`config.mk`:
```
export PLATFORM = sky130hd
export DESIGN_NAME = rmd_cmd_core
export DESIGN_NICKNAME = d
export VERILOG_FILES = /design/src/core/rmd_pkg.sv /design/src/core/rmd_mem_if.sv /design/src/core/rmd_ucode_mem.sv /design/src/core/rmd_cmd_core.sv
export SDC_FILE = /design/constraint.sdc
export NUM_CORES = 2
export LEC_CHECK = 0
export BUFFER_PORTS_ARGS = -buffer_cell sky130_fd_sc_hd__buf_2
export CORE_ASPECT_RATIO = 0.75
export CORE_MARGIN = 3
export CORE_UTILIZATION = 57
export DETAILED_ROUTE_END_ITERATION = 10
export PLACE_DENSITY = 0.75
export SYNTH_ARGS = -nofsm -noshare
export SYNTH_HDL_FRONTEND = slang
export SYNTH_SLANG_ARGS = --single-unit
export TNS_END_PERCENT = 30
```
`constraint.sdc`:
```
create_clock -name clk_i -period 3.2 [get_ports clk_i]
set_clock_uncertainty 0.1 [all_clocks]
set_input_delay 0.32 -clock clk_i [delete_from_list [all_inputs] [get_ports clk_i]]
set_output_delay 0.32 -clock clk_i [all_outputs]
set_load 0.005 [all_outputs]
```
`src/core/rmd_pkg.sv`:
```
// Purpose: Shared constants and types for the reset, microcode and diagnostic command block.
// Assumes: Byte-wide task-file registers, each in the low byte of one aligned 32-bit word.
// Notes: Timing counts are cycles of clk_i at 250 MHz.
package rmd_pkg;
  // Command codes and microcode subcommands.
  localparam logic [7:0] CMD_DEV_RESET = 8'h08;
  localparam logic [7:0] CMD_DIAG = 8'h90;
  localparam logic [7:0] CMD_UCODE = 8'h92;
  localparam logic [7:0] SUB_TEMP = 8'h01;
  localparam logic [7:0] SUB_SAVE = 8'h07;
  // Register byte addresses on the bus.
  localparam logic [7:0] ADR_FEAT = 8'h00;
  localparam logic [7:0] ADR_CNT_LO = 8'h04;
  localparam logic [7:0] ADR_CNT_HI = 8'h08;
  localparam logic [7:0] ADR_TRK_LO = 8'h0c;
  localparam logic [7:0] ADR_TRK_HI = 8'h10;
  localparam logic [7:0] ADR_DSEL = 8'h14;
  localparam logic [7:0] ADR_CMD = 8'h18;
  localparam logic [7:0] ADR_ERR = 8'h1c;
  localparam logic [7:0] ADR_STAT = 8'h20;
  localparam logic [7:0] ADR_DATA = 8'h24;
  localparam logic [7:0] ADR_CFG = 8'h28;
  // Status, error and select bit positions.
  localparam int ST_BSY = 7;
  localparam int ST_DRDY = 6;
  localparam int ST_DF = 5;
  localparam int ST_DRQ = 3;
  localparam int ST_ERR = 0;
  localparam int ERR_ABRT = 2;
  localparam int DSEL_DEV = 4;
  // Configuration bits and their reset value.
  localparam int CFG_PACKET = 0;
  localparam int CFG_DEV1 = 1;
  localparam int CFG_SLEEP = 2;
  localparam int CFG_SUP_TEMP = 3;
  localparam int CFG_SUP_SAVE = 4;
  localparam logic [4:0] CFG_RESET = 5'h18;
  // Diagnostic pass codes.
  localparam logic [7:0] DIAG_PASS0 = 8'h01;
  localparam logic [7:0] DIAG_PASS1 = 8'h81;
  // Block geometry and timing counts.
  localparam int BLOCK_BYTES = 512;
  localparam int BLOCK_WORDS = BLOCK_BYTES / 2;
  localparam int RESET_CYCLES_DEF = 16;
  localparam int DIAG_CYCLES_DEF = 32;
  // Command sequencer states.
  typedef enum logic [2:0] {ST_IDLE, ST_RESET, ST_DIAG, ST_XFER, ST_CHECK} rmd_state_type;
endpackage

```
`src/core/rmd_mem_if.sv`:
```
// Purpose: Carries the write and read ports of the microcode block buffer.
// Assumes: One writer (the sequencer) and one reader (firmware side).
// Notes: Read data is registered inside the memory.
`timescale 1ns/1ps
`default_nettype none
interface rmd_mem_if #(parameter int AW = 8, parameter int DW = 16);
  logic wr_en;
  logic [AW-1:0] wr_addr;
  logic [DW-1:0] wr_data;
  logic [AW-1:0] rd_addr;
  logic [DW-1:0] rd_data;
  modport ctrl (output wr_en, output wr_addr, output wr_data, output rd_addr, input rd_data);
  modport mem (input wr_en, input wr_addr, input wr_data, input rd_addr, output rd_data);
endinterface
`default_nettype wire

```
`src/core/rmd_ucode_mem.sv`:
```
// Purpose: Holds the most recent microcode block for firmware to inspect.
// Assumes: Depth is one block of 16-bit words.
// Notes: No reset on the array; read data appears one cycle after the address.
`timescale 1ns/1ps
`default_nettype none
module rmd_ucode_mem #(
  parameter int AW = 8,
  parameter int DW = 16
) (
  // Clock.
  input wire logic clk_i,
  // Buffer ports.
  rmd_mem_if.mem m
);
  logic [DW-1:0] mem_array [0:(1<<AW)-1];

  // Write port.
  always_ff @(posedge clk_i)
  begin
    if (m.wr_en)
    begin
      mem_array[m.wr_addr] <= m.wr_data;
    end
  end

  // Registered read port.
  always_ff @(posedge clk_i)
  begin
    m.rd_data <= mem_array[m.rd_addr];
  end
endmodule
`default_nettype wire

```
`src/core/rmd_cmd_core.sv`:
```
// Purpose: Device-side handling of per-device reset, microcode download and diagnostics.
// Assumes: Classic Wishbone slave; firmware inputs come from logic on clk_i.
// Notes: Task-file registers sit in the low byte of each word; upper bits read zero.
//
// Decided for this implementation: the Wishbone slave port and the register offsets.
`timescale 1ns/1ps
`default_nettype none
module rmd_cmd_core #(
  parameter int RESET_CYCLES = rmd_pkg::RESET_CYCLES_DEF,
  parameter int DIAG_CYCLES = rmd_pkg::DIAG_CYCLES_DEF,
  parameter logic [7:0] DIAG_FAIL0 = 8'h02,
  parameter logic [7:0] DIAG_FAIL1 = 8'h82,
  // Signature values are arbitrary.
  parameter logic [7:0] SIG_CNT = 8'h01,
  parameter logic [7:0] SIG_NUM = 8'h01,
  parameter logic [7:0] SIG_TRK_LO = 8'h00,
  parameter logic [7:0] SIG_TRK_HI = 8'h00
) (
  // Clock and reset.
  input wire logic clk_i,
  input wire logic rst_i,
  // Wishbone slave.
  input wire logic wb_cyc_i,
  input wire logic wb_stb_i,
  input wire logic wb_we_i,
  input wire logic [7:0] wb_adr_i,
  input wire logic [3:0] wb_sel_i,
  input wire logic [31:0] wb_dat_i,
  output logic [31:0] wb_dat_o,
  output logic wb_ack_o,
  // Firmware side.
  input wire logic diag_fail_i,
  input wire logic dev_fault_i,
  input wire logic ucode_accept_i,
  input wire logic ucode_reject_i,
  input wire logic [7:0] ucode_rd_addr_i,
  output logic [15:0] ucode_rd_data_o,
  output logic ucode_check_o,
  output logic ucode_apply_o,
  output logic ucode_keep_o
);
  localparam logic [15:0] RST_LOAD = 16'(RESET_CYCLES - 1);
  localparam logic [15:0] DIAG_LOAD = 16'(DIAG_CYCLES - 1);
  localparam logic [7:0] LAST_WORD = 8'(rmd_pkg::BLOCK_WORDS - 1);
  // Counts must fit the 16-bit counter and be at least one cycle.
  if (RESET_CYCLES < 1 || RESET_CYCLES > 65536 || DIAG_CYCLES < 1 || DIAG_CYCLES > 65536)
  begin : g_bad_count
    $error("cycle counts out of range");
  end
  rmd_pkg::rmd_state_type state;
  logic [7:0] feat, cnt_lo, cnt_hi, trk_lo, trk_hi, dsel, err;
  logic [4:0] cfg;
  logic bsy, drdy, df, drq, errb;
  logic [15:0] cnt, blocks;
  logic [7:0] widx;
  logic [31:0] next_rdata;
  logic wr_req, cmd_wr, selected, idle, rst_go, rst_abort, diag_go, ucode_cmd, sub_ok;
  logic ucode_abort, ucode_go, other_abort, abort, data_wr, sig_load;
  logic [7:0] cmd, diag_code;
  logic [15:0] count_total;
  rmd_mem_if #(.AW(8), .DW(16)) mbus ();
  rmd_ucode_mem #(.AW(8), .DW(16)) u_mem (
    .clk_i(clk_i),
    .m(mbus.mem)
  );
  // A write lands on the edge at which the master sees ack.
  assign wr_req = wb_cyc_i && wb_stb_i && wb_we_i && wb_ack_o;
  assign cmd_wr = wr_req && wb_adr_i == rmd_pkg::ADR_CMD && wb_sel_i[0];
  assign cmd = wb_dat_i[7:0];
  assign selected = dsel[rmd_pkg::DSEL_DEV] == cfg[rmd_pkg::CFG_DEV1];
  assign idle = state == rmd_pkg::ST_IDLE;
  assign count_total = {cnt_hi, cnt_lo};
  // Command acceptance; reset bypasses busy, request and sleep checks.
  assign rst_go = cmd_wr && cmd == rmd_pkg::CMD_DEV_RESET && selected && cfg[rmd_pkg::CFG_PACKET];
  assign rst_abort = cmd_wr && cmd == rmd_pkg::CMD_DEV_RESET && selected && !cfg[rmd_pkg::CFG_PACKET] && idle;
  assign diag_go = cmd_wr && cmd == rmd_pkg::CMD_DIAG && idle && !cfg[rmd_pkg::CFG_SLEEP];
  assign ucode_cmd = cmd_wr && cmd == rmd_pkg::CMD_UCODE && selected && idle && !cfg[rmd_pkg::CFG_SLEEP];
  assign sub_ok = (feat == rmd_pkg::SUB_TEMP && cfg[rmd_pkg::CFG_SUP_TEMP])
    || (feat == rmd_pkg::SUB_SAVE && cfg[rmd_pkg::CFG_SUP_SAVE]);
  assign ucode_abort = ucode_cmd && (cfg[rmd_pkg::CFG_PACKET] || !sub_ok);
  assign ucode_go = ucode_cmd && !ucode_abort;
  assign other_abort = cmd_wr && idle && selected && !cfg[rmd_pkg::CFG_SLEEP]
    && cmd != rmd_pkg::CMD_DEV_RESET && cmd != rmd_pkg::CMD_DIAG && cmd != rmd_pkg::CMD_UCODE;
  assign abort = rst_abort || ucode_abort || other_abort;
  assign data_wr = wr_req && wb_adr_i == rmd_pkg::ADR_DATA && wb_sel_i[1:0] == 2'b11
    && state == rmd_pkg::ST_XFER;
  assign sig_load = (state == rmd_pkg::ST_RESET || state == rmd_pkg::ST_DIAG) && cnt == 16'h0000;
  assign diag_code = cfg[rmd_pkg::CFG_DEV1] ? (diag_fail_i ? DIAG_FAIL1 : rmd_pkg::DIAG_PASS1)
    : (diag_fail_i ? DIAG_FAIL0 : rmd_pkg::DIAG_PASS0);
  // Microcode words go straight into the buffer; no format check is made.
  assign mbus.wr_en = data_wr;
  assign mbus.wr_addr = widx;
  assign mbus.wr_data = wb_dat_i[15:0];
  assign mbus.rd_addr = ucode_rd_addr_i;
  assign ucode_rd_data_o = mbus.rd_data;
  assign ucode_check_o = state == rmd_pkg::ST_CHECK;
  // Bus acknowledge: one wait cycle, dropped the cycle after it is given.
  always_ff @(posedge clk_i)
  begin
    if (rst_i)
    begin
      wb_ack_o <= 1'b0;
    end
    else
    begin
      wb_ack_o <= wb_cyc_i && wb_stb_i && !wb_ack_o;
    end
  end
  // Read data selection; unmapped and write-only addresses read zero.
  always_comb
  begin
    next_rdata = 32'h0000_0000;
    unique case (wb_adr_i)
      rmd_pkg::ADR_CNT_LO: next_rdata[7:0] = cnt_lo;
      rmd_pkg::ADR_CNT_HI: next_rdata[7:0] = cnt_hi;
      rmd_pkg::ADR_TRK_LO: next_rdata[7:0] = trk_lo;
      rmd_pkg::ADR_TRK_HI: next_rdata[7:0] = trk_hi;
      rmd_pkg::ADR_DSEL: next_rdata[7:0] = dsel;
      rmd_pkg::ADR_ERR: next_rdata[7:0] = err;
      rmd_pkg::ADR_STAT: next_rdata[7:0] = {bsy, drdy, df, 1'b0, drq, 2'b00, errb};
      rmd_pkg::ADR_CFG: next_rdata[4:0] = cfg;
      default: next_rdata = 32'h0000_0000;
    endcase
  end
  // Read data is captured on the edge that raises ack.
  always_ff @(posedge clk_i)
  begin
    if (rst_i)
    begin
      wb_dat_o <= 32'h0000_0000;
    end
    else if (wb_cyc_i && wb_stb_i && !wb_ack_o)
    begin
      wb_dat_o <= next_rdata;
    end
  end

  // Task-file and configuration registers; signature load wins over a host write.
  always_ff @(posedge clk_i)
  begin
    if (rst_i)
    begin
      feat <= 8'h00;
      cnt_lo <= 8'h00;
      cnt_hi <= 8'h00;
      trk_lo <= 8'h00;
      trk_hi <= 8'h00;
      dsel <= 8'h00;
      cfg <= rmd_pkg::CFG_RESET;
    end
    else
    begin
      if (wr_req && wb_sel_i[0])
      begin
        unique case (wb_adr_i)
          rmd_pkg::ADR_FEAT: feat <= wb_dat_i[7:0];
          rmd_pkg::ADR_CNT_LO: cnt_lo <= wb_dat_i[7:0];
          rmd_pkg::ADR_CNT_HI: cnt_hi <= wb_dat_i[7:0];
          rmd_pkg::ADR_TRK_LO: trk_lo <= wb_dat_i[7:0];
          rmd_pkg::ADR_TRK_HI: trk_hi <= wb_dat_i[7:0];
          rmd_pkg::ADR_DSEL: dsel <= wb_dat_i[7:0];
          rmd_pkg::ADR_CFG: cfg <= wb_dat_i[4:0];
          default: ;
        endcase
      end
      if (sig_load)
      begin
        cnt_lo <= SIG_CNT;
        cnt_hi <= SIG_NUM;
        trk_lo <= SIG_TRK_LO;
        trk_hi <= SIG_TRK_HI;
        dsel <= 8'(cfg[rmd_pkg::CFG_DEV1]) << rmd_pkg::DSEL_DEV;
      end
      // Reset wakes the device out of sleep by itself.
      if (rst_go)
      begin
        cfg[rmd_pkg::CFG_SLEEP] <= 1'b0;
      end
    end
  end

  // Command sequencer with status and error results.
  always_ff @(posedge clk_i)
  begin
    if (rst_i)
    begin
      state <= rmd_pkg::ST_IDLE;
      cnt <= 16'h0000;
      blocks <= 16'h0000;
      widx <= 8'h00;
      bsy <= 1'b0;
      drdy <= 1'b1;
      df <= 1'b0;
      drq <= 1'b0;
      errb <= 1'b0;
      err <= 8'h00;
    end
    else if (rst_go)
    begin
      // Reset preempts any command in progress, including a data phase.
      state <= rmd_pkg::ST_RESET;
      cnt <= RST_LOAD;
      bsy <= 1'b1;
      drq <= 1'b0;
    end
    else
    begin
      unique case (state)
        rmd_pkg::ST_IDLE:
        begin
          if (diag_go)
          begin
            state <= rmd_pkg::ST_DIAG;
            cnt <= DIAG_LOAD;
            bsy <= 1'b1;
          end
          else if (ucode_go)
          begin
            widx <= 8'h00;
            blocks <= count_total;
            bsy <= 1'b1;
            state <= rmd_pkg::ST_CHECK;
            if (count_total != 16'h0000)
            begin
              state <= rmd_pkg::ST_XFER;
              bsy <= 1'b0;
              drq <= 1'b1;
            end
          end
          else if (abort)
          begin
            err <= 8'h01 << rmd_pkg::ERR_ABRT;
            errb <= 1'b1;
            df <= dev_fault_i;
            drdy <= 1'b1;
          end
        end
        rmd_pkg::ST_XFER:
        begin
          if (data_wr)
          begin
            widx <= 8'(widx + 8'h01);
            if (widx == LAST_WORD)
            begin
              blocks <= 16'(blocks - 16'h0001);
              if (blocks == 16'h0001)
              begin
                state <= rmd_pkg::ST_CHECK;
                drq <= 1'b0;
                bsy <= 1'b1;
              end
            end
          end
        end
        rmd_pkg::ST_CHECK:
        begin
          // A reject arriving with an accept wins: keeping bad code is the worse hazard.
          if (ucode_reject_i)
          begin
            state <= rmd_pkg::ST_IDLE;
            err <= 8'h01 << rmd_pkg::ERR_ABRT;
            errb <= 1'b1;
            df <= dev_fault_i;
            bsy <= 1'b0;
            drq <= 1'b0;
            drdy <= 1'b1;
          end
          else if (ucode_accept_i)
          begin
            state <= rmd_pkg::ST_IDLE;
            err <= 8'h00;
            errb <= 1'b0;
            df <= 1'b0;
            bsy <= 1'b0;
            drq <= 1'b0;
            drdy <= 1'b1;
          end
        end
        rmd_pkg::ST_RESET, rmd_pkg::ST_DIAG:
        begin
          if (cnt == 16'h0000)
          begin
            // Results are loaded on the same edge that drops busy.
            state <= rmd_pkg::ST_IDLE;
            err <= diag_code;
            errb <= 1'b0;
            df <= 1'b0;
            bsy <= 1'b0;
            drdy <= 1'b1;
          end
          else
          begin
            cnt <= 16'(cnt - 16'h0001);
          end
        end
      endcase
    end
  end

  // Microcode is handed on as apply-now or apply-and-keep once accepted.
  always_ff @(posedge clk_i)
  begin
    if (rst_i)
    begin
      ucode_apply_o <= 1'b0;
      ucode_keep_o <= 1'b0;
    end
    else
    begin
      ucode_apply_o <= ucode_check_o && ucode_accept_i && !ucode_reject_i && !rst_go;
      if (ucode_check_o && ucode_accept_i && !ucode_reject_i && !rst_go)
      begin
        ucode_keep_o <= feat == rmd_pkg::SUB_SAVE;
      end
    end
  end
endmodule
`default_nettype wire

```
==> impl_metrics.json <==
{
  "grt_pass1_wl_microns": 621000,
  "vias_per_cell": 6.81,
  "cts.path.max_buffers": 4,
  "drc": 0,
  "cts-root-buf": "clkbuf_16",
  "area_growth_pct": 15.5,
  "synth_flop_cell": "edfxtp_1",
  "fin_crit_sh_pct": 93.3,
  "path_common_cell": "buf_12",
  "grt.overflow.total": 0,
  "rsz0062_at_grt": "no",
  "slew_viol_final": 0,
  "cp_max_fo": 16,
  "max_cap_viol_count": 0,
  "antenna_found_initial": 21,
  "drt-pass1-iter-count": 8,
  "syn_inst": 8109,
  "required_ns": 3.71,
  "gr-usage-met1_pct": 43.2,
  "synth_edf_count": 4096,
  "synth_top_area_share_pct": 75.0,
  "rows": 169,
  "grt_busiest_layer": "met1",
  "numCtsBuffers": 377,
  "yosysTopAreaCell": "edfxtp_1",
  "hpwl_microns": 256000,
  "ys_seq_area_share_pct": 76.6,
  "yosysWarnings": 0,
  "start_kind": "flop",
  "grt_pass1_vias": 86600,
  "clk_latency_ns": 0.90,
  "fin_util_pct": 66.6,
  "ys_async_sr_fraction_pct": 0,
  "syn_area_per_cell_sq_um": 20.2,
  "synth_area_leaders": "edfxtp_1 (75%), mux4_2 (11%), mux2i_1 (4.4%), o221ai_1 (1.7%), dfxtp_1 (1.6%)",
  "syn_area_sq_um": 164000,
  "fin_crit_ns": 2.99,
  "r2r_slack_ns": 0.21,
  "grt_max_degree": 198,
  "synth_cell_type_count": 76,
  "outcome": "complete, no violations",
  "wirelength_microns": 433000,
  "nets": 8998,
  "clkTransAtPathRegs_ns": 0.06,
  "cp_slowest_stage_delay_ns": 0.46,
  "grt_use_met2_pct": 42.7,
  "port_buffers": 70,
  "total_power_mw": 112,
  "coreArea_sq_um": 284000,
  "crit_path_top_delay_cell": "nor4_2",
  "path_depth": 9,
  "rr_worst_depth": 9,
  "fp.dieArea_sq_um": 294000,
  "place_inst": 12300,
  "dieHeight_microns": 470,
  "grt_usage_pct": 29.3,
  "fmax_ghz": 0.335,
  "drt_iter0_markers": 14500,
  "hold_violations": 0,
  "ant_nets": 0,
  "hp-class": "primary input to flop",
  "slew_headroom_pct": 13.6,
  "globalplace.congestion": 0.913,
  "setup_viol_count_final": 0,
  "path_class": "flop to flop",
  "whs_path_depth": 6,
  "ys_ff_latch": 4226,
  "ios": 113,
  "pre_cts_slack_ns": -0.482,
  "setup_ws_ns": 0.214,
  "routedWlPerCell_microns": 33.3,
  "power_density_nw_per_um2": 590,
  "crit_path_end_kind": "flop",
  "p_leak_nw": 61.5,
  "arrival_ns": 3.49,
  "drive_gt1_share_pct": 24.7,
  "cp.buffers_inverters": 3,
  "vias": 88600,
  "ir_drop_uv": 474,
  "tightest_slew_ns": 1.29,
  "fin_cells": 13000,
  "htree_levels": 5,
  "start_util_pct": 57.6,
  "die_x_microns": 625,
  "final.fill_count": 17300,
  "cp_top_family": "simple AND/OR/NAND/NOR gates",
  "final.setup.tns_ns": 0,
  "cts_sinks": 4226,
  "cp_cell_sequence": "and4_1, nand2_1, nor4_2, buf_12, nor3b_2, nand2_1, buf_12, nor2_2, buf_12",
  "met3_usage_pct": 8.10,
  "cts_tree": "built"
}
cell usage after synthesis, types with 42 or more instances:
cell,count
mux2i_1,726
buf_6,57
o221ai_1,318
buf_4,94
o21ai_0,99
nor2_1,391
a21oi_1,235
mux4_2,768
o22ai_1,212
clkbuf_1,245
nand2_1,157
nor3_1,96
dfxtp_1,130
nand3_1,51
buf_2,88
a22oi_1,42
edfxtp_1,4096
sequential cells by signal, summed over array words and instances, names as in the netlist, 16 cells and up:
| register | count |
|---|---|
| blocks | 16 |
| u_mem.mem_array | 4096 |
| u_mem.m.rd_data | 16 |
| cnt | 16 |
report_power, final:
group | switching (mW) | leakage, nW | total (mW) | internal [mW]
clock network | 19.9 | 5.91 | 45.1 | 25.2
logic | 3.75 | 17.8 | 5.89 | 2.14
registers | 0.0428 | 37.9 | 60.7 | 60.6
total | 23.7 | 61.5 | 112 | 88.0
metrics by stage:
step | area, sq um | hold slack, ns
final | 189000 | 0.0660
after global routing | 189000 | 0.0947
after CTS | 189000 | 0.00979
after detailed placement | 177000 | 0.347
after global placement | 177000 | 0.340
after floorplan | 164000 | 0.319
worst register-to-register path: stages, from the launching register on:
cell and delay, ns:
dfxtp_1 0.34, and4_1 0.25, nand2_1 0.18, nor4_2 0.46, buf_12 0.21, nor3b_2 0.32, nand2_1 0.16, buf_12 0.19
nor2_2 0.30, buf_12 0.21
layout by cell type (no fill, tap or decap), types with 12 or more instances in the layout:
cell and count:
a21oi_1 235, a22o_1 19, a22oi_1 42, and2_1 13, buf_12 323, buf_2 50
buf_4 514, buf_8 18, bufinv_16 37, clkbuf_1 60, clkbuf_16 384, clkinv_1 80
clkinv_2 73, clkinvlp_4 20, conb_1 24, dfxtp_1 130, dlygate4sd3_1 30, edfxtp_1 4096
inv_1 17, mux2i_1 726, mux4_2 768, nand2_1 145, nand2_2 12, nand3_1 48
nor2_1 378, nor2_2 12, nor3_1 96, nor4_1 32, o21ai_0 99, o221ai_1 318
o22ai_1 212, o311ai_1 13, xnor2_1 13
path summary, 6_finish.rpt:
kind,to,start
min,cnt_hi[6],wb_adr_i[0]
max,u_mem.mem_array[77][14],wb_ack_o
min reg2reg,trk_lo[6],trk_lo[6]
max reg2reg,u_mem.mem_array[77][14],wb_ack_o
cell type report:
class,count,area [sq um],area share [%]
Inverter,20,85.1,0.0449
Antenna cell,7,17.5,0.00925
Clock inverter,230,2170,1.15
Sequential cell,4226,126000,66.4
Timing Repair Buffer,936,11200,5.89
Clock buffer,451,9930,5.25
Tap cell,3762,4710,2.49
Multi-Input combinational cell,3368,35600,18.8
logic make-up (layout without fill, tap and decap cells):
family	count (synthesis)	in the layout	share of synthesized area (%)
flops	4226	4226	76.6
mux	1494	1494	15.0
compound gates	989	989	4.14
simple gates	833	833	2.32
buf+inv	538	1637	1.78
xor+xnor	20	20	0.107
fa+ha+maj	8	8	0.0611
other cells	1	31	0.00229
layer usage:
layer	up-vias	wire, microns	share of wire [%]
met5	-	33	0.0076
met2	6461	195000	45
li1	35500	-	-
met4	4	16300	3.8
met1	45800	163000	38
met3	833	59100	14
repair_timing:
item | CTS | global route
setup endpoints to repair | 0 | 0
setup buffers | 0 | 0
hold buffers | 30 | 0
endpoints found under the hold margin | 934 | 0
gates resized for setup | 0 | 0
No activity file was read; power rests on OpenSTA's default activity.
